===== config.mk =====
export PLATFORM = sky130hd
export DESIGN_NAME = ipsf_port_fsm
export DESIGN_NICKNAME = d
export VERILOG_FILES = /design/src/hdl/ipsf_pkg.sv /design/src/hdl/ipsf_next.sv /design/src/hdl/ipsf_port_fsm.sv
export VERILOG_INCLUDE_DIRS = /design/src /design/src/hdl
export SDC_FILE = /design/constraint.sdc
export NUM_CORES = 1
export LEC_CHECK = 0
export ABC_AREA = 0
export BUFFER_PORTS_ARGS = -buffer_cell sky130_fd_sc_hd__buf_2
export CORE_MARGIN = 5
export CORE_UTILIZATION = 47
export DETAILED_ROUTE_END_ITERATION = 8
export PLACE_DENSITY = 0.72
export SLEW_MARGIN = 25
export SYNTH_ARGS = -nofsm -noshare
export SYNTH_HDL_FRONTEND = slang
export SYNTH_SLANG_ARGS = --single-unit

===== constraint.sdc =====
create_clock -name clk -period 1.45 [get_ports clk]
set_input_delay 0.0725 -clock clk [delete_from_list [all_inputs] [get_ports clk]]
set_output_delay 0.0725 -clock clk [all_outputs]
set_load 0.02 [all_outputs]

===== src/hdl/ipsf_consts.svh =====
/*
 Constants for the exchange-side ISDN port status machine: event and
 output codes. Assumes inclusion by bare name from the design files.
*/
`ifndef IPSF_CONSTS_SVH
`define IPSF_CONSTS_SVH

// ==========================================================
// Input event codes
`define IPSF_EV_W 4
`define IPSF_EV_ACT_REQ 4'h0
`define IPSF_EV_FE102 4'h1
`define IPSF_EV_FE103 4'h2
`define IPSF_EV_FE104 4'h3
`define IPSF_EV_DEACT_REQ 4'h4
`define IPSF_EV_FE106 4'h5
`define IPSF_EV_UNBLOCK_REQ 4'h6
`define IPSF_EV_BLOCK_CMD 4'h7
`define IPSF_EV_FE202 4'h8
`define IPSF_EV_FE204 4'h9
`define IPSF_EV_FE205 4'ha
`define IPSF_EV_FE206 4'hb
`define IPSF_EV_DBLOCK_REQ 4'hc
`define IPSF_EV_DUNBLOCK_REQ 4'hd

// ==========================================================
// Output pulse bit positions
`define IPSF_OUT_W 16
`define IPSF_O_FE101 0
`define IPSF_O_FE105 1
`define IPSF_O_FE201 2
`define IPSF_O_FE203 3
`define IPSF_O_FE207 4
`define IPSF_O_FE208 5
`define IPSF_O_AWI 6
`define IPSF_O_AI 7
`define IPSF_O_PH_AI 8
`define IPSF_O_DI 9
`define IPSF_O_PH_DI 10
`define IPSF_O_UBI 11
`define IPSF_O_UBR 12
`define IPSF_O_BI 13
`define IPSF_O_BR 14
`define IPSF_O_GI 15

`endif


===== src/hdl/ipsf_pkg.sv =====
/*
 Types for the exchange-side ISDN port status machine.
 Assumes nothing beyond a SystemVerilog compiler.
*/
`default_nettype none
package ipsf_pkg;
   typedef enum logic [2:0] {
      ST_BLOCKED,
      ST_LOCAL_UNBLOCK,
      ST_REMOTE_UNBLOCK,
      ST_OPER_DEACT,
      ST_ACT_INIT,
      ST_ACCESS_ACT
   } ipsf_state_t;
endpackage : ipsf_pkg
`default_nettype wire


===== src/hdl/ipsf_next.sv =====
/*
 Combinational transition table of the port status machine: given the
 current state and one event, gives next state and output pulses.
 Assumes the caller qualifies the result with the event strobe.
*/
`include "ipsf_consts.svh"
`default_nettype none
module ipsf_next (
   input wire ipsf_pkg::ipsf_state_t curState,
   input wire logic [`IPSF_EV_W-1:0] evCode,
   output ipsf_pkg::ipsf_state_t nxtState,
   output logic [`IPSF_OUT_W-1:0] outs,
   output logic unexpected
);
   wire logic isBlk = (curState == ipsf_pkg::ST_BLOCKED);
   wire logic isLu = (curState == ipsf_pkg::ST_LOCAL_UNBLOCK);
   wire logic isRu = (curState == ipsf_pkg::ST_REMOTE_UNBLOCK);
   wire logic isOd = (curState == ipsf_pkg::ST_OPER_DEACT);
   wire logic isAi = (curState == ipsf_pkg::ST_ACT_INIT);
   wire logic isAa = (curState == ipsf_pkg::ST_ACCESS_ACT);
   wire logic isOper = isOd | isAi | isAa;

   always_comb
   begin
      nxtState = curState;
      outs = '0;
      unexpected = 1'b0;
      case (evCode)
         `IPSF_EV_ACT_REQ:
         begin
            if (isOd)
            begin
               outs[`IPSF_O_FE101] = 1'b1;
               nxtState = ipsf_pkg::ST_ACT_INIT;
            end
            else if (!isAi)
               unexpected = 1'b1;
         end
         `IPSF_EV_FE102:
         begin
            if (isLu | isOd)
            begin
               outs[`IPSF_O_AWI] = 1'b1;
               nxtState = ipsf_pkg::ST_ACT_INIT;
            end
            else if (isRu | isAa)
               unexpected = 1'b1;
         end
         `IPSF_EV_FE103:
         begin
            if (isAa)
               unexpected = 1'b1;
         end
         `IPSF_EV_FE104:
         begin
            if (isLu | isOd | isAi)
            begin
               outs[`IPSF_O_AI] = 1'b1;
               outs[`IPSF_O_PH_AI] = 1'b1;
               nxtState = ipsf_pkg::ST_ACCESS_ACT;
            end
            else if (isRu)
               unexpected = 1'b1;
         end
         `IPSF_EV_DEACT_REQ:
         begin
            if (isOper)
               outs[`IPSF_O_FE105] = 1'b1;
            if (isAi)
               outs[`IPSF_O_DI] = 1'b1;
            if (isAa)
               outs[`IPSF_O_PH_DI] = 1'b1;
            if (isAi | isAa)
               nxtState = ipsf_pkg::ST_OPER_DEACT;
         end
         `IPSF_EV_FE106:
         begin
            if (isOper)
               outs[`IPSF_O_DI] = 1'b1;
            if (isAa)
               outs[`IPSF_O_PH_DI] = 1'b1;
            if (isAi | isAa)
               nxtState = ipsf_pkg::ST_OPER_DEACT;
         end
         `IPSF_EV_UNBLOCK_REQ:
         begin
            outs[`IPSF_O_FE201] = 1'b1;
            if (isBlk)
               nxtState = ipsf_pkg::ST_LOCAL_UNBLOCK;
            if (isRu)
            begin
               outs[`IPSF_O_UBI] = 1'b1;
               nxtState = ipsf_pkg::ST_OPER_DEACT;
            end
            if (isAa)
            begin
               outs[`IPSF_O_AI] = 1'b1;
               outs[`IPSF_O_PH_AI] = 1'b1;
            end
         end
         `IPSF_EV_BLOCK_CMD:
         begin
            outs[`IPSF_O_FE203] = 1'b1;
            nxtState = ipsf_pkg::ST_BLOCKED;
         end
         `IPSF_EV_FE202:
         begin
            if (isBlk)
            begin
               outs[`IPSF_O_UBR] = 1'b1;
               nxtState = ipsf_pkg::ST_REMOTE_UNBLOCK;
            end
            else if (isRu)
               outs[`IPSF_O_UBR] = 1'b1;
            else
               outs[`IPSF_O_UBI] = 1'b1;
            if (isLu)
               nxtState = ipsf_pkg::ST_OPER_DEACT;
         end
         `IPSF_EV_FE204:
         begin
            if (!isBlk)
            begin
               outs[`IPSF_O_BI] = 1'b1;
               nxtState = ipsf_pkg::ST_BLOCKED;
            end
            if (isAi | isAa)
            begin
               outs[`IPSF_O_DI] = 1'b1;
               outs[`IPSF_O_PH_DI] = 1'b1;
            end
         end
         `IPSF_EV_FE205:
            outs[`IPSF_O_BR] = isOper;
         `IPSF_EV_FE206:
         begin
            outs[`IPSF_O_GI] = isOper;
            unexpected = !isOper;
         end
         `IPSF_EV_DBLOCK_REQ:
         begin
            outs[`IPSF_O_FE207] = isAa;
            unexpected = !isAa;
         end
         `IPSF_EV_DUNBLOCK_REQ:
         begin
            outs[`IPSF_O_FE208] = isAa;
            unexpected = !isAa;
         end
         default:
            unexpected = 1'b1;
      endcase
   end
endmodule : ipsf_next
`default_nettype wire


===== src/hdl/ipsf_port_fsm.sv =====
/*
 Exchange-side status machine of one ISDN basic-access user port.
 Assumes events arrive encoded with a one-cycle strobe, synchronous to clk.
*/
// Contract
// - Activation request in operational-deactivated sends FE101, goes activation-initiated.
// - FE102 in local-unblock or deactivated reports awake, goes activation-initiated.
// - FE104 in local-unblock, deactivated or initiated signals activated, goes access-activated.
// - Deactivation request in operational states sends FE105; from activation states indicates deactivation, returns.
// - FE106 in operational states indicates deactivation; activation states return to operational-deactivated.
// - Unblock request always sends FE201 with state-dependent moves and indications.
// - Block command always sends FE203 and enters blocked.
// - FE202 gives unblock request or indication, moving toward operational.
// - FE204 outside blocked indicates block, enters blocked, deactivates activation states.
// - D-channel block/unblock sent as FE207/FE208 only when access-activated.
// - Dash entries accept without transition; slash entries are unexpected, no transition.
`include "ipsf_consts.svh"
`default_nettype none
module ipsf_port_fsm (
   input wire logic clk,
   input wire logic sys_rst,
   input wire logic clkEn,
   input wire logic evValid,
   input wire logic [`IPSF_EV_W-1:0] evCode,
   output logic [`IPSF_OUT_W-1:0] outPulse,
   output logic unexpectedPulse,
   output logic [2:0] stateCode,
   output logic operational
);
   // ==========================================================
   // Transition table
   ipsf_pkg::ipsf_state_t state_q;
   ipsf_pkg::ipsf_state_t tblState;
   logic [`IPSF_OUT_W-1:0] tblOuts;
   logic tblUnexp;

   ipsf_next u_next (
      .curState(state_q),
      .evCode(evCode),
      .nxtState(tblState),
      .outs(tblOuts),
      .unexpected(tblUnexp)
   );

   wire ipsf_pkg::ipsf_state_t state_d = evValid ? tblState : state_q;
   wire logic [`IPSF_OUT_W-1:0] out_d = evValid ? tblOuts : '0;
   wire logic unexp_d = evValid & tblUnexp;
   wire logic oper_d = (state_d == ipsf_pkg::ST_OPER_DEACT) |
      (state_d == ipsf_pkg::ST_ACT_INIT) | (state_d == ipsf_pkg::ST_ACCESS_ACT);

   // ==========================================================
   // State and output registers
   always_ff @(posedge clk)
   begin
      if (sys_rst)
      begin
         state_q <= ipsf_pkg::ST_BLOCKED;
         outPulse <= '0;
         unexpectedPulse <= 1'b0;
         operational <= 1'b0;
      end
      else if (clkEn)
      begin
         state_q <= state_d;
         outPulse <= out_d;
         unexpectedPulse <= unexp_d;
         operational <= oper_d;
      end
   end

   assign stateCode = state_q;

   // ==========================================================
   // Checks
   property p_act;
      @(posedge clk) disable iff (sys_rst)
      clkEn && evValid && evCode == `IPSF_EV_ACT_REQ && state_q == ipsf_pkg::ST_OPER_DEACT
      |=> outPulse[`IPSF_O_FE101] && state_q == ipsf_pkg::ST_ACT_INIT;
   endproperty
   a_act: assert property (p_act) else $error("activation not started");

   property p_fe102;
      @(posedge clk) disable iff (sys_rst)
      clkEn && evValid && evCode == `IPSF_EV_FE102 && state_q == ipsf_pkg::ST_LOCAL_UNBLOCK
      |=> outPulse[`IPSF_O_AWI] && state_q == ipsf_pkg::ST_ACT_INIT;
   endproperty
   a_fe102: assert property (p_fe102) else $error("awake not reported");

   property p_fe104;
      @(posedge clk) disable iff (sys_rst)
      clkEn && evValid && evCode == `IPSF_EV_FE104 && state_q == ipsf_pkg::ST_ACT_INIT
      |=> outPulse[`IPSF_O_AI] && state_q == ipsf_pkg::ST_ACCESS_ACT;
   endproperty
   a_fe104: assert property (p_fe104) else $error("activation not signalled");

   property p_deact;
      @(posedge clk) disable iff (sys_rst)
      clkEn && evValid && evCode == `IPSF_EV_DEACT_REQ && state_q == ipsf_pkg::ST_ACCESS_ACT
      |=> outPulse[`IPSF_O_FE105] && outPulse[`IPSF_O_PH_DI]
         && state_q == ipsf_pkg::ST_OPER_DEACT;
   endproperty
   a_deact: assert property (p_deact) else $error("deactivation wrong");

   property p_fe106;
      @(posedge clk) disable iff (sys_rst)
      clkEn && evValid && evCode == `IPSF_EV_FE106 && state_q == ipsf_pkg::ST_OPER_DEACT
      |=> outPulse[`IPSF_O_DI] && state_q == ipsf_pkg::ST_OPER_DEACT;
   endproperty
   a_fe106: assert property (p_fe106) else $error("FE106 handling wrong");

   property p_unblk;
      @(posedge clk) disable iff (sys_rst)
      clkEn && evValid && evCode == `IPSF_EV_UNBLOCK_REQ && state_q == ipsf_pkg::ST_REMOTE_UNBLOCK
      |=> outPulse[`IPSF_O_FE201] && outPulse[`IPSF_O_UBI] && operational;
   endproperty
   a_unblk: assert property (p_unblk) else $error("unblock wrong");

   property p_blk;
      @(posedge clk) disable iff (sys_rst)
      clkEn && evValid && evCode == `IPSF_EV_BLOCK_CMD
      |=> outPulse[`IPSF_O_FE203] && state_q == ipsf_pkg::ST_BLOCKED && !operational;
   endproperty
   a_blk: assert property (p_blk) else $error("block wrong");

   property p_fe204;
      @(posedge clk) disable iff (sys_rst)
      clkEn && evValid && evCode == `IPSF_EV_FE204 && state_q == ipsf_pkg::ST_ACT_INIT
      |=> outPulse[`IPSF_O_BI] && outPulse[`IPSF_O_DI] && state_q == ipsf_pkg::ST_BLOCKED;
   endproperty
   a_fe204: assert property (p_fe204) else $error("remote block wrong");

   property p_dch;
      @(posedge clk) disable iff (sys_rst)
      clkEn && !(state_q == ipsf_pkg::ST_ACCESS_ACT)
      |=> !outPulse[`IPSF_O_FE207] && !outPulse[`IPSF_O_FE208];
   endproperty
   a_dch: assert property (p_dch) else $error("D-channel element outside activated");

   property p_pulse;
      @(posedge clk) disable iff (sys_rst)
      clkEn && !evValid |=> outPulse == '0 && !unexpectedPulse;
   endproperty
   a_pulse: assert property (p_pulse) else $error("output without event");

   property p_act_aa;
      @(posedge clk) disable iff (sys_rst)
      clkEn && evValid && evCode == `IPSF_EV_ACT_REQ && state_q == ipsf_pkg::ST_ACCESS_ACT
      |=> unexpectedPulse && !outPulse[`IPSF_O_FE101] && state_q == ipsf_pkg::ST_ACCESS_ACT;
   endproperty
   a_act_aa: assert property (p_act_aa) else $error("activation accepted when active");

   property p_deact_ai;
      @(posedge clk) disable iff (sys_rst)
      clkEn && evValid && evCode == `IPSF_EV_DEACT_REQ && state_q == ipsf_pkg::ST_ACT_INIT
      |=> outPulse[`IPSF_O_FE105] && outPulse[`IPSF_O_DI] && !outPulse[`IPSF_O_PH_DI]
         && state_q == ipsf_pkg::ST_OPER_DEACT;
   endproperty
   a_deact_ai: assert property (p_deact_ai) else $error("deactivation from initiated wrong");

   property p_ubr_aa;
      @(posedge clk) disable iff (sys_rst)
      clkEn && evValid && evCode == `IPSF_EV_UNBLOCK_REQ && state_q == ipsf_pkg::ST_ACCESS_ACT
      |=> outPulse[`IPSF_O_FE201] && outPulse[`IPSF_O_AI] && outPulse[`IPSF_O_PH_AI]
         && state_q == ipsf_pkg::ST_ACCESS_ACT;
   endproperty
   a_ubr_aa: assert property (p_ubr_aa) else $error("unblock when active wrong");

   property p_fe202_blk;
      @(posedge clk) disable iff (sys_rst)
      clkEn && evValid && evCode == `IPSF_EV_FE202 && state_q == ipsf_pkg::ST_BLOCKED
      |=> outPulse[`IPSF_O_UBR] && state_q == ipsf_pkg::ST_REMOTE_UNBLOCK;
   endproperty
   a_fe202_blk: assert property (p_fe202_blk) else $error("remote unblock not requested");

   property p_fe202_lu;
      @(posedge clk) disable iff (sys_rst)
      clkEn && evValid && evCode == `IPSF_EV_FE202 && state_q == ipsf_pkg::ST_LOCAL_UNBLOCK
      |=> outPulse[`IPSF_O_UBI] && state_q == ipsf_pkg::ST_OPER_DEACT && operational;
   endproperty
   a_fe202_lu: assert property (p_fe202_lu) else $error("unblock not completed");

   property p_fe205_op;
      @(posedge clk) disable iff (sys_rst)
      clkEn && evValid && evCode == `IPSF_EV_FE205 && operational
      |=> outPulse[`IPSF_O_BR] && state_q == $past(state_q);
   endproperty
   a_fe205_op: assert property (p_fe205_op) else $error("block request not passed");

   property p_fe205_idle;
      @(posedge clk) disable iff (sys_rst)
      clkEn && evValid && evCode == `IPSF_EV_FE205 && !operational
      |=> !outPulse[`IPSF_O_BR] && !unexpectedPulse;
   endproperty
   a_fe205_idle: assert property (p_fe205_idle) else $error("block request not ignored");

   property p_fe206_op;
      @(posedge clk) disable iff (sys_rst)
      clkEn && evValid && evCode == `IPSF_EV_FE206 && operational
      |=> outPulse[`IPSF_O_GI] && !unexpectedPulse;
   endproperty
   a_fe206_op: assert property (p_fe206_op) else $error("grading not forwarded");

   property p_fe206_idle;
      @(posedge clk) disable iff (sys_rst)
      clkEn && evValid && evCode == `IPSF_EV_FE206 && !operational
      |=> !outPulse[`IPSF_O_GI] && unexpectedPulse;
   endproperty
   a_fe206_idle: assert property (p_fe206_idle) else $error("grading not refused");

   property p_dblock;
      @(posedge clk) disable iff (sys_rst)
      clkEn && evValid && evCode == `IPSF_EV_DBLOCK_REQ && state_q == ipsf_pkg::ST_ACCESS_ACT
      |=> outPulse[`IPSF_O_FE207] && state_q == ipsf_pkg::ST_ACCESS_ACT;
   endproperty
   a_dblock: assert property (p_dblock) else $error("D-channel block not sent");

   property p_bad_code;
      @(posedge clk) disable iff (sys_rst)
      clkEn && evValid && evCode >= 4'he
      |=> unexpectedPulse && outPulse == '0 && state_q == $past(state_q);
   endproperty
   a_bad_code: assert property (p_bad_code) else $error("unknown code not refused");

   property p_freeze;
      @(posedge clk) disable iff (sys_rst)
      !clkEn |=> $stable(state_q) && $stable(outPulse) && $stable(unexpectedPulse);
   endproperty
   a_freeze: assert property (p_freeze) else $error("state moved while disabled");
endmodule : ipsf_port_fsm
`default_nettype wire


; ---- Yosys cells after proc, flatten, opt, wreduce, memory -nomap -nowiden
; Index checks and enable logic that the tools add are counted.
[word_totals]
in_bits = 8
register_bits = 21
[op_classes]
n_eq_ne = 21
reduce_logical = 7
n_bitwise = 9
muxes = 45
[op_table]
columns = cell, n
row1 = $mux W3, 10
row2 = $mux W1, 26
row3 = $eq A4 B4 Y1 const B, 6
row4 = $pmux W3 S8, 1
row5 = $eq A4 B3 Y1 const B, 4
row6 = $mux W16, 1
row7 = $eq A3 B3 Y1 const B, 4
row8 = $eq A3 B2 Y1 const B, 3
row9 = $eq A4 B2 Y1 const B, 2
row10 = $or A1 B1 Y1, 8
row11 = $pmux W1 S7, 1
row12 = $reduce_or A7 Y1, 1
row13 = $mux W2, 3
row14 = $pmux W2 S3, 1
row15 = $eq A4 B1 Y1 const B, 1
row16 = $logic_not A4 Y1, 1
row17 = $pmux W2 S2, 1
row18 = $reduce_or A2 Y1, 2
row19 = $eq A3 B1 Y1 const B, 1
row20 = $logic_not A3 Y1, 1
row21 = $logic_not A1 Y1, 2
row22 = $pmux W1 S2, 1
row23 = $and A1 B1 Y1, 1

; ---- Logic depth before layout (Yosys ltp)
; Gate-level depths: netlist of the first run.
[logic_depth]
ltp_word = 9
mapped_depth = 7
mapped_depth_nobuf = 6

; ---- Hierarchy
; From an unflattened synthesis of the first run, not the netlist that was laid out.
[unflattened]
hier_cells = 174
area_unflattened_um2 = 1333.8
[by_module_without_submodules]
columns = mod, instances, area_per_inst_um2, seq_area_each_um2, cells_per_inst
row1 = ipsf_port_fsm, 1, 783.3, 420.4, 81
row2 = ipsf_next, 1, 550.5, 0.0, 93

; ---- Least setup slack after synthesis of the first run
; No wires, ideal clock.
[synth_timing]
path_type = reg2reg
from = reg state_q[2], in the netlist stateCode[2]
to = reg operational
path_buffers = 1
path_slack_ns = -0.294
setup_ns = 0.088
stages_incl_launch_ff = 7
period_less_slack_ns = 1.744
t_arrival_ns = 1.656
cell_sequence = dfxtp_1 buf_6 and3b_4 o2111ai_1 a32oi_1 or3_1 a311oi_2
[synth_between]
elab_chain_cells = 9
[synth_rtl]
columns = element, line
row1 = from (decl), ipsf_port_fsm.sv:32  ; ipsf_pkg::ipsf_state_t state_q;
row2 = from (signal assigned), ipsf_port_fsm.sv:57  ; state_q <= ipsf_pkg::ST_BLOCKED;
row3 = from (signal assigned), ipsf_port_fsm.sv:64  ; state_q <= state_d;
row4 = $eq A3 B1 Y1 / $eq A3 B2 Y1 (equally long branches), "ipsf_next.sv:16, ipsf_next.sv:18"
row5 = $or A1 B1 Y1, "ipsf_next.sv:41, ipsf_next.sv:56"
row6 = $or A1 B1 Y1, ipsf_next.sv:56  ; if (isLu | isOd | isAi)
row7 = $mux W3, ipsf_next.sv:56
row8 = $pmux W3 S8, ipsf_next.sv:28  ; case (evCode)
row9 = $mux W3 (*), ipsf_port_fsm.sv:45  ; wire ipsf_pkg::ipsf_state_t state_d = evValid ? tblState : state_q;
row10 = $eq A3 B2 Y1 / $eq A3 B3 Y1 (equally long branches), "ipsf_port_fsm.sv:48, ipsf_port_fsm.sv:49"
row11 = $or A1 B1 Y1, ipsf_port_fsm.sv:48  ; wire logic oper_d = (state_d == ipsf_pkg::ST_OPER_DEACT) |
row12 = $or A1 B1 Y1 (*), ipsf_port_fsm.sv:49  ; (state_d == ipsf_pkg::ST_ACT_INIT) | (state_d == ipsf_pkg::ST_ACCESS_ACT);
row13 = to (signal assigned), ipsf_port_fsm.sv:67  ; operational <= oper_d;
row14 = to (decl), ipsf_port_fsm.sv:28  ; output logic operational
; Mark *: on every way between the ends. The rest lies on a longest branch, timed or not.
; A chain may end at the register's enable or synchronous reset.

; ---- Worst setup path after layout of the first run
[layout_timing]
from = reg state_q[0], in the netlist stateCode[0]
to = reg operational
; The elaborated chain is that of the path after synthesis.

==> flow_results.org, run 1 <==
** Placed design
- In this run the cell area measured after placement is 0.00159 mm2.
- The count of buffers added on input and output ports is 28.
- Detailed placement finished with a half-perimeter wire length of 2830 um.
- At the end of routability-driven placement, the weighted congestion stood at 0.856.

** Global route
- After global routing the overflow that remains totals 0.
- Antenna violations before repair :: 0
- GRT Total Usage :: 22.0%
- The first global-routing pass estimated 6030 um of wire.
- The number of global-route vias before repair is 1380.
- Maximum number of pins on one net before global-route repair :: 21

** Layout
- Number of antenna cells inserted :: 0
- Cells fill 72.6% of the core in the end.
- Once layout is done, the placed cells without fillers occupy 0.00175 mm2.
- Sequential cell area :: 412 um2
- Compared with the post-synthesis result, the final layout area differs by 50.6%.
- Area of the multi-input gates :: 767 um2
- Layout fillers :: 185
- In the final layout, the share of cells above drive strength 1 is 45.8%.
- Layout net count :: 221

** Synth
- After synthesis, the share of flip-flops with an asynchronous set or reset is 0%.
- For this run, the leading register cell type out of synthesis is sky130_fd_sc_hd__dfxtp_1.
- Counting flops with a built-in enable in the synthesized netlist gives 0.
- After synthesis, the mean cell area works out to 7.69 um2.
- In this run, distinct cell masters in the synthesized netlist total 47.
- Top cells by area in the synthesized netlist :: sky130_fd_sc_hd__dfxtp_1 (34%), sky130_fd_sc_hd__nor2_1 (7.1%), sky130_fd_sc_hd__a32oi_1 (5.3%)
- After synthesis the cells add up to 0.00116 mm2.
- Portion of synthesized cell area occupied by the leading cell type :: 34.5%
- Yosys printed 0 warnings.
- The number of nets in the synthesized netlist is 159.
- Counting instances in the post-synthesis netlist gives the leading cell types as sky130_fd_sc_hd__nor2_1 (22), sky130_fd_sc_hd__dfxtp_1 (20), sky130_fd_sc_hd__nand2_1 (15), sky130_fd_sc_hd__a21oi_1 (9), sky130_fd_sc_hd__a32oi_1 (7).
- Sequential fraction of the synthesis area :: 34.5%
- Of all cell types, the one taking the most synthesized area is sky130_fd_sc_hd__dfxtp_1.
- Yosys instantiated no cell more often than sky130_fd_sc_hd__nor2_1.
- Cell count after synthesis :: 151
- Flip-flop and latch count after synthesis :: 20

** Setup path
- STA classifies the critical path endpoint as a flip-flop.
- The critical path is of the flip-flop to flip-flop type.
- Startpoint class of the critical path :: flip-flop
- Maximum fanout encountered on the critical timing path :: 5
- Worst path arrival time :: 1.87 ns
- Data on the critical path is required at its endpoint by 1.69 ns.

** Worst hold path
- Type of the most critical hold path :: input port to flip-flop

** Clock network
- For the worst-skew pair, the clock arrives at the later sink with an insertion delay of 0.32 ns.
- After clock tree synthesis, the clock-pin slew on the worst setup and hold paths is 0.14 ns.
- Counting along the longest clock path gives a buffer depth of 2.
- Sink Count :: 20
- Number of buffers created by CTS :: 3
- The cell sitting at the root of the clock tree is a sky130_fd_sc_hd__clkbuf_4.
- TritonCTS built the clock tree.
- Post-CTS Hold Buffers :: 0
- H-tree levels :: 1

** Floorplan
- Chip Width :: 59.7 um
- I/O pin count :: 29
- For this configuration, the core starts out at a cell density of 48.2%.
- Area of the core :: 0.00241 mm2
- Die ar. :: 0.00356 mm2
- Vertical die dimension :: 59.7 um
- Standard-cell row count :: 18

** Run status
- Violated checks :: setup timing
- Outcome :: finished, violations left

** Drt
- WL final :: 3760 um
- In the final routed layout, each cell accounts on average for 15.6 um.
- For this run, design rule violations remaining after detail routing come to 0.
- The pre-antenna-repair detailed-routing pass consisted of 4 iterations.
- The first routing iteration left 67 violations.
- Detail Route Antenna Nets :: 0
- Via total after detailed routing :: 1413
- Dividing the detail-routed via count by the number of cells gives 5.84.

** STA
- Final worst slack :: -0.174 ns
- Max transition margin :: 72.8%
- Pin slew with the least headroom to its limit :: 0.403 ns
- Final worst path period need :: 1.62 ns
- Achievable Freq :: 0.616 GHz
- Final count of pins violating max slew :: 0
- Summed over all failing endpoints, the final setup total negative slack is -0.217 ns.
- Unrepaired setup endpoints after global routing :: true
- The hold violation total from the final report was 0.
- Period Utilization, post-route :: 112%
- Setup violations remaining at the end of the flow were counted as 3.
- Final hold analysis gives a worst-case slack of 0.108 ns.
- Worst clock skew :: 0.0172 ns

** Power and ir drop
- Power density over the cells :: 745 mW/mm2
- Highest ir drop seen on vdd :: 610 uV
- Static Leakage :: 0.000769 uW

** Flow run
- Max-capacitance violation count :: 0
-- final cells by class --
cell class,count,area share [%]
Sequential cell,20,23.5
Multi-Input combinational cell,113,43.8
Clock buffer,4,2.72
Tap cell,30,2.15
Inverter,6,1.29
Timing Repair Buffer,69,26.5
-- routing by layer --
metal,global-route usage [%],share of wire (%),wire length (um),up-vias
met5,0,0,0,-
met3,4.10,6.9,258,14
met2,36.6,51,1930,64
met1,27.0,39,1470,660
met4,10.4,2.6,98,0
li1,-,-,-,675
-- timing repair --
action / 4_1_cts / 5_1_grt
pin swaps: 3 / 2
gates resized for setup: 9 / 12
setup buffers: 1 / 1
setup endpoints to repair: 6 / 9
-- path summary, 6_finish.rpt --
kind                start            to  depth (start not counted)  slack [ns]
min reg2reg  outPulse[11]  outPulse[11]                          2        0.47
max reg2reg  stateCode[0]   operational                          6       -0.17
max          stateCode[0]   operational                          6       -0.17
min                 clkEn  stateCode[0]                          2        0.11
-- critical path, cell delays in order, from the launching register on --
cell and delay [ns]:
sky130_fd_sc_hd__dfxtp_4 0.39, sky130_fd_sc_hd__nor3b_1 0.14, sky130_fd_sc_hd__a211o_1 0.26, sky130_fd_sc_hd__nand4_1 0.08
sky130_fd_sc_hd__a21oi_1 0.08, sky130_fd_sc_hd__or3_1 0.36, sky130_fd_sc_hd__a311oi_2 0.23
-- per-stage QoR --
stage	setup WS, ns	power, uW	std cells
2_1_floorplan	-0.150	737	151
3_3_place_gp	-0.102	864	236
3_5_place_dp	-0.159	872	236
4_1_cts	-0.182	1280	241
5_1_grt	-0.279	1370	242
6_report	-0.174	1300	242
-- logic make-up after synthesis --
kind of cell	after synthesis	share of synthesized area [%]
buf+inv	18	7.22
mux	1	0.862
flops	20	34.5
compound gates	40	25.8
simple gates	72	31.7
-- state kept, by name, summed over array words and instances (netlist names) --
name	count
stateCode	3
operational	1
unexpectedPulse	1
outPulse	15
-- cell usage in the layout (no fill, tap or decap), types with 3 or more instances in the layout --
cell | synthesis | layout
sky130_fd_sc_hd__buf_4 | 1 | 37
sky130_fd_sc_hd__nor3_1 | 6 | 5
sky130_fd_sc_hd__dfxtp_1 | 20 | 17
sky130_fd_sc_hd__clkbuf_4 | 0 | 3
sky130_fd_sc_hd__nor2_2 | 1 | 3
sky130_fd_sc_hd__buf_6 | 1 | 4
sky130_fd_sc_hd__nor2_1 | 22 | 20
sky130_fd_sc_hd__dfxtp_4 | 0 | 3
sky130_fd_sc_hd__nand2_1 | 15 | 15
sky130_fd_sc_hd__buf_2 | 4 | 28
sky130_fd_sc_hd__a21oi_1 | 9 | 8
sky130_fd_sc_hd__nand4_1 | 3 | 3
sky130_fd_sc_hd__nand3_1 | 5 | 5
sky130_fd_sc_hd__a32oi_1 | 7 | 7
sky130_fd_sc_hd__inv_1 | 5 | 5
sky130_fd_sc_hd__nand2b_1 | 4 | 4
-- report_power, final --
part,total [uW],internal [uW],switching [uW]
combinational,329,152,177
clock,403,210,193
sequential,570,558,12.3
(Power assumes the default switching activity.)
==> run 2: changes to the inputs <==
- CTS_CLUSTER_DIAMETER: not set -> 120
- PLACE_DENSITY: 0.72 -> 0.87
==> flow_results.org, run 2 (synthesis gave the netlist of run 1 again) <==
** Run status
- Outcome: finished, violations left (unchanged).
- Violated checks: setup timing (unchanged).

** Clock network
- Clock latency of the later-clocked register in the worst-skew pair :: 0.31 ns (was 0.32 ns)
- Buffer type at the clock tree root :: sky130_fd_sc_hd__clkbuf_4 (unchanged)
- The TritonCTS clock tree is yes (unchanged).
- The cts-stage hold buffer count came to 0 (unchanged).
- The buffer levels on the longest clock path came to 2 (unchanged).
- Clock transition at the registers of the reported paths :: 0.11 ns (was 0.14 ns)
- The H-tree depth was 1 (unchanged).
- The number of clock sinks seen by CTS was 20 (unchanged).
- Number of buffers created by CTS :: 3 (unchanged)

** Layout
- The total area of multi-input combinational cells was 759 um2 (was 767 um2).
- Highest-count cells in the layout ignoring fill and taps: sky130_fd_sc_hd__buf_4 (40), sky130_fd_sc_hd__buf_2 (28), sky130_fd_sc_hd__nor2_1 (21), sky130_fd_sc_hd__dfxtp_1 (17), sky130_fd_sc_hd__nand2_1 (15) (was sky130_fd_sc_hd__buf_4 (37), sky130_fd_sc_hd__buf_2 (28), sky130_fd_sc_hd__nor2_1 (20), sky130_fd_sc_hd__dfxtp_1 (17), sky130_fd_sc_hd__nand2_1 (15)).
- Layout net count :: 221 (unchanged)
- The most flop-heavy register was outPulse (unchanged).
- Number of antenna cells inserted :: 0 (unchanged)
- The combined flip-flop and latch cell area was 409 um2 (was 412 um2).
- The most common cell after layout, fill and taps aside is sky130_fd_sc_hd__buf_4 (unchanged).
- Layout fillers :: 181 (was 185)
- Share of post-route cells with drive strength above 1 :: 45.8% (unchanged)
- The layout overhead on the synthesized area is 48.8% (was 50.6%).
- Post-Route Utilization :: 71.7% (was 72.6%)
- Flip-flop count of the largest register after layout :: 15 (unchanged)
- Final instance area :: 0.00173 mm2 (was 0.00175 mm2)

** Floorplan
- The core area came to 0.00241 mm2 (unchanged).
- Die ar. :: 0.00356 mm2 (unchanged)
- The starting density of the core came to 48.2% (unchanged).
- The count of boundary I/O pins came to 29 (unchanged).
- The overall die height is 59.7 um (unchanged).
- The row count came to 18 (unchanged).
- Chip Width :: 59.7 um (unchanged)

** Setup path
- The number of buffer and inverter stages on the critical path came to 1 (was 0).
- CP max stage cell :: sky130_fd_sc_hd__or3_1 (was sky130_fd_sc_hd__dfxtp_4)
- The peak fanout along the critical path was 5 (unchanged).
- The category of the critical setup timing path was flip-flop to flip-flop (unchanged).
- The largest incremental delay on the critical path is 0.40 ns (was 0.39 ns).
- The cell family contributing the most delay on the critical path is compound AO/OA/AOI/OAI gates (was simple AND/OR/NAND/NOR gates).
- Critical path cell sequence :: buf_4, o311ai_2, o41ai_2, or3_1, a311oi_2 (was nor3b_1, a211o_1, nand4_1, a21oi_1, or3_1, a311oi_2)
- The kind of launch point of the worst setup path is a flip-flop (unchanged).
- FF-to-FF Start :: stateCode[1] (was stateCode[0])
- The required time of the critical path came to 1.68 ns (was 1.69 ns).
- Worst path arrival time :: 1.89 ns (was 1.87 ns)
- The nature of the critical path endpoint is a flip-flop (unchanged).
- The timing startpoint of the critical path was stateCode[1] (was stateCode[0]).

** Global route
- Antenna violations before repair :: 0 (unchanged)
- The fraction of met3 tracks used by global routing came to 3.46% (was 4.10%).
- The wire length of the first global-routing pass came to 6270 um (was 6030 um).
- Maximum number of pins on one net before global-route repair :: 21 (unchanged)
- GR Layer Usage met1 :: 30.7% (was 27.0%)
- GR met2 Demand/Resource :: 36.3% (was 36.6%)
- The layer with the highest usage is met2 (unchanged).
- The number of global-route vias before repair came to 1345 (was 1380).
- GRT Total Usage :: 22.8% (was 22.0%)
- The total grt overflow was 0 (unchanged).

** Drt
- The number of violations reported at the end of detailed-routing iteration 0 is 63 (was 67).
- Wire length per cell :: 16.6 um (was 15.6 um)
- The routed via count is 1454 (was 1413).
- Number of iterations in the first detailed-routing pass :: 4 (unchanged)
- The post-detailed-route via-to-cell ratio was 6.01 (was 5.84).
- DRC :: 0 (unchanged)
- The overall routed net length was 4030 um (was 3760 um).
- The number of routed nets with antenna violations is 0 (unchanged).

** Power and ir drop
- The reported net switching power was 369 uW (was 382 uW).
- Seq pwr share :: 44.4% (was 43.8%)
- The clock power share came to 29.8% (was 30.9%).
- Switching share of total power :: 28.7% (was 29.3%)
- The power per standard cell area is 746 mW/mm2 (was 745 mW/mm2).
- The internal power of the cells came to 919 uW (was 921 uW).
- Static Leakage :: 0.000763 uW (was 0.000769 uW)
- Logic gate share of total power :: 25.8% (was 25.3%)
- The worst supply voltage drop on vdd came to 625 uV (was 610 uV).

** STA
- Max transition margin :: 68.4% (was 72.8%)
- Final count of pins violating max slew :: 0 (unchanged)
- Unrepaired setup endpoints after global routing :: true (unchanged)
- Worst clock skew :: 0.00274 ns (was 0.0172 ns)
- The worst hold margin was 0.128 ns (was 0.108 ns).
- The time the final worst path needs with I/O delays and setup is 1.66 ns (was 1.62 ns).
- Final worst slack :: -0.211 ns (was -0.174 ns)
- Period Utilization, post-route :: 115% (was 112%)
- The highest attainable clock frequency came to 0.602 GHz (was 0.616 GHz).
- Final setup fails :: 3 (unchanged)
- Pin slew with the least headroom to its limit :: 0.468 ns (was 0.403 ns)
- Final Hold Violating Endpoints :: 0 (unchanged)

** Placed design
- Total placed instance area :: 0.00158 mm2 (was 0.00159 mm2)
- The half-perimeter wire length after detailed placement is 2870 um (was 2830 um).
- The number of port buffers was 28 (unchanged).
- The last weighted congestion value of the routability-driven placer was 1.01 (was 0.856).

** Worst hold path
- The startpoint of the lowest-slack hold path is clkEn (unchanged).
- The class of the tightest hold or removal check is input port to flip-flop (unchanged).

** Flow run
- The max-capacitance violation count is 0 (unchanged).
## run 2: worst reg2reg max path: stages (launching register included)
cell	delay (ns)
sky130_fd_sc_hd__dfxtp_4	0.37
sky130_fd_sc_hd__buf_4	0.13
sky130_fd_sc_hd__o311ai_2	0.28
sky130_fd_sc_hd__o41ai_2	0.16
sky130_fd_sc_hd__or3_1	0.40
sky130_fd_sc_hd__a311oi_2	0.23
## run 2: repair_timing
action / 4_1_cts / 5_1_grt
gates resized for setup: 3 / 13
pin swaps: 4 / 6
endpoints found under the setup margin: 5 / 9
setup buffers: 1 / 4
## run 2: through the flow
| step | std cells | setup slack (ns) | TNS, ns | total power [uW] |
|---|---|---|---|---|
| floorplan | 151 | -0.150 | -0.150 | 737 |
| global placement | 234 | -0.125 | -0.184 | 868 |
| detailed placement | 234 | -0.226 | -0.411 | 872 |
| CTS | 239 | -0.199 | -0.291 | 1260 |
| global route | 242 | -0.242 | -0.701 | 1350 |
| finish | 242 | -0.211 | -0.328 | 1290 |
## run 2: layout make-up
| cell class | instances | share of cell area, % |
|---|---|---|
| Clock buffer | 4 | 2.75 |
| Sequential cell | 20 | 23.7 |
| Inverter | 6 | 1.30 |
| Multi-Input combinational cell | 113 | 44.0 |
| Timing Repair Buffer | 69 | 26.1 |
| Tap cell | 30 | 2.17 |
## run 2: path summary, 6_finish.rpt
| check | slack [ns] | depth (start not counted) | endpoint |
|---|---|---|---|
| hold / removal | 0.13 | 2 | stateCode[1] |
| setup / recovery | -0.21 | 5 | operational |
| setup reg to reg | -0.21 | 5 | operational |
| hold reg to reg | 0.46 | 2 | outPulse[11] |
## run 2: power groups by stage
stage               Clock (uW)  Sequential [uW]  Combinational (uW)
floorplan                    0              592                 144
global placement             0              584                 284
detailed placement           0              585                 288
CTS                        397              571                 296
global route               426              574                 354
finish                     384              572                 333
## run 2: metal layers
layer	part of all wire, %	vias to the layer above
met5	0	-
met1	41	694
li1	-	676
met4	2.5	0
met3	7.2	10
met2	49	74
==> run 3: changes to the inputs <==
- CAP_MARGIN: not set -> 10
- PLACE_DENSITY: 0.87 -> 0.83
- SLEW_MARGIN: 25 -> not set
==> flow_results.org, run 3 (synthesis gave the netlist of run 1 again) <==
** Placed design
- The number of port buffers is 28 (unchanged).
- The last weighted congestion value of the routability-driven placer is 0.978 (was 1.01).
- The placed instance count came to 230 (was 234).
- The half-perimeter wire length after detailed placement came to 2830 um (was 2870 um).

** Setup path
- Worst reg2reg path endpoint :: operational (unchanged)
- The largest incremental delay on the critical path came to 0.37 ns (was 0.40 ns).
- Length in cells of the worst reg-to-reg path :: 6 (was 5)
- The category of the critical setup timing path is flip-flop to flip-flop (unchanged).
- The kind of launch point of the worst setup path is a flip-flop (unchanged).
- The nature of the critical path endpoint is a flip-flop (unchanged).
- Endpoint required time on the critical path :: 1.67 ns (was 1.68 ns)
- Category of cells accounting for the largest share of critical-path delay :: compound AO/OA/AOI/OAI gates (unchanged)
- Maximum fanout encountered on the critical timing path :: 5 (unchanged)
- The critical path arrival came to 1.84 ns (was 1.89 ns).
- The launch point of the worst reg-to-reg path was stateCode[1] (unchanged).
- The slowest library cell on the worst path was sky130_fd_sc_hd__dfxtp_2 (was sky130_fd_sc_hd__or3_1).
- Critical path cell sequence :: and2b_1, a2bb2oi_1, a311o_1, a32oi_1, or3_1, a311oi_2 (was buf_4, o311ai_2, o41ai_2, or3_1, a311oi_2)
- The number of buffer and inverter stages on the critical path is 0 (was 1).
- Worst reg-to-reg setup slack :: -0.17 ns (was -0.21 ns)

** Run status
- Outcome: finished, violations left (unchanged).
- Violated checks: setup timing (unchanged).

** Clock network
- Sink Count :: 20 (unchanged)
- The clock buffer count from CTS came to 3 (unchanged).
- CTS tree :: yes (unchanged)
- Maximum buffer depth of the clock tree :: 2 (unchanged)
- The H-tree depth came to 1 (unchanged).
- Clock transition at the registers of the reported paths :: 0.12 ns (was 0.11 ns)
- The root buffer cell was sky130_fd_sc_hd__clkbuf_4 (unchanged).
- The cts-stage hold buffer count came to 0 (unchanged).
- Clock latency of the later-clocked register in the worst-skew pair :: 0.31 ns (about the same)

** Layout
- Most flop-heavy register :: outPulse (unchanged)
- The layout overhead on the synthesized area came to 42.2% (was 48.8%).
- The layout net count came to 216 (was 221).
- Highest-count cells in the layout ignoring fill and taps: sky130_fd_sc_hd__buf_4 (33), sky130_fd_sc_hd__buf_2 (28), sky130_fd_sc_hd__nor2_1 (19), sky130_fd_sc_hd__dfxtp_1 (17), sky130_fd_sc_hd__nand2_1 (15) (was sky130_fd_sc_hd__buf_4 (40), sky130_fd_sc_hd__buf_2 (28), sky130_fd_sc_hd__nor2_1 (21), sky130_fd_sc_hd__dfxtp_1 (17), sky130_fd_sc_hd__nand2_1 (15)).
- Sequential cell area :: 409 um2 (unchanged)
- Leading cell type in the layout, fill and taps excluded :: sky130_fd_sc_hd__buf_4 (unchanged)
- The number of diodes came to 0 (unchanged).
- Post-Layout Cell Count :: 237 (was 242)
- Area of the multi-input gates :: 726 um2 (was 759 um2)
- The core occupancy in the finished layout is 68.5% (was 71.7%).
- Share of post-route cells with drive strength above 1 :: 39.6% (was 45.8%)
- Flip-flop count of the largest register after layout :: 15 (unchanged)
- Layout fillers :: 202 (was 181)

** STA
- Pin slew with the least headroom to its limit :: 0.473 ns (was 0.468 ns)
- Achievable Freq :: 0.618 GHz (was 0.602 GHz)
- The fraction of the cycle the final worst path needs was 112% (was 115%).
- Setup tns final :: -0.403 ns (was -0.328 ns)
- Unrepaired setup endpoints after global routing :: true (unchanged)
- Final worst slack :: -0.167 ns (was -0.211 ns)
- Worst Hold Margin :: 0.150 ns (was 0.128 ns)
- The number of failing setup endpoints in the final timing report came to 6 (was 3).
- Final worst path period need :: 1.62 ns (was 1.66 ns)
- The normalized max-slew margin is 68.2% (was 68.4%).
- The number of slew-limit violations in the final report came to 0 (unchanged).
- Final Hold Violating Endpoints :: 0 (unchanged)
- Worst clock skew :: 0.0151 ns (was 0.00274 ns)

** Floorplan
- The die width came to 59.7 um (unchanged).
- The full die area was 0.00356 mm2 (unchanged).
- I/O pin count :: 29 (unchanged)
- The core area is 0.00241 mm2 (unchanged).
- Initial cell density of the core :: 48.2% (unchanged)
- The overall die height came to 59.7 um (unchanged).
- Standard-cell row count :: 18 (unchanged)

** Global route
- Global-route wire length before repair :: 6090 um (was 6270 um)
- The total routing resource utilization after global routing came to 22.4% (was 22.8%).
- The number of global-route vias before repair is 1334 (was 1345).
- Global route total overflow :: 0 (unchanged)
- The number of antenna violations at the first check in global routing is 0 (unchanged).
- Maximum number of pins on one net before global-route repair :: 21 (unchanged)

** Drt
- The post-detailed-route via-to-cell ratio is 5.95 (was 6.01).
- The routed via count was 1410 (was 1454).
- DRC :: 0 (unchanged)
- Detail Route Antenna Nets :: 0 (unchanged)
- Wire length per cell :: 15.8 um (was 16.6 um)
- The number of violations reported at the end of detailed-routing iteration 0 is 67 (was 63).
- WL final :: 3750 um (was 4030 um)
- The iteration count of the initial detailed-routing pass was 4 (unchanged).

** Worst hold path
- Launch instance of the worst min-delay path :: sys_rst (was clkEn)
- The cell depth of the worst min-delay path came to 2 (unchanged).
- Hold-critical path endpoint :: outPulse[4] (was stateCode[1])
- Type of the most critical hold path :: input port to flip-flop (unchanged)

** Power and ir drop
- The power per standard cell area was 711 mW/mm2 (was 746 mW/mm2).
- Static Leakage :: 0.000736 uW (was 0.000763 uW)
- The worst supply voltage drop on vdd was 464 uV (was 625 uV).

** Flow run
- Max-capacitance violation count :: 0 (unchanged)
run 3: routing by layer:
metal  up-vias  share of wire (%)  GRT usage, %  wire length (um)
li1        670                  -             -                 -
met1       670                 42          28.9              1560
met2        60                 49          38.3              1840
met3        10                7.0          3.24               262
met4         0                2.3          6.96                87
met5         -                  0             0                 0
run 3: stage by stage:
step,area [um2],setup WS [ns],total power [uW]
3_5_place_dp,1560,-0.143,870
5_1_grt,1650,-0.232,1230
3_3_place_gp,1560,-0.112,861
6_report,1650,-0.167,1170
2_1_floorplan,1180,-0.150,737
4_1_cts,1590,-0.172,1150
run 3: how the worst max path moves through the flow:
stage	from	end	depth (start not counted)
after floorplan	stateCode[1]	operational	5
after global placement	evCode[1]	operational	7
after detailed placement	stateCode[0]	operational	6
after CTS	stateCode[0]	operational	6
after global routing	stateCode[1]	operational	6
final	stateCode[1]	operational	6
run 3: power by group:
| part | internal (uW) | switching (uW) |
|---|---|---|
| logic | 142 | 174 |
| registers | 559 | 12.5 |
| clock network | 107 | 180 |
run 3: what timing repair did:
item | CTS | global route
pin swaps | 0 | 4
buffers inserted | 0 | 3
endpoints found under the setup margin | 5 | 10
resized for setup | 0 | 10
run 3: layout make-up:
class                           instances  share of cell area, %
Inverter                                6                   1.36
Clock buffer                            4                   1.59
Tap cell                               30                   2.27
Sequential cell                        20                   24.8
Multi-Input combinational cell        113                   43.9
Timing Repair Buffer                   64                   26.1
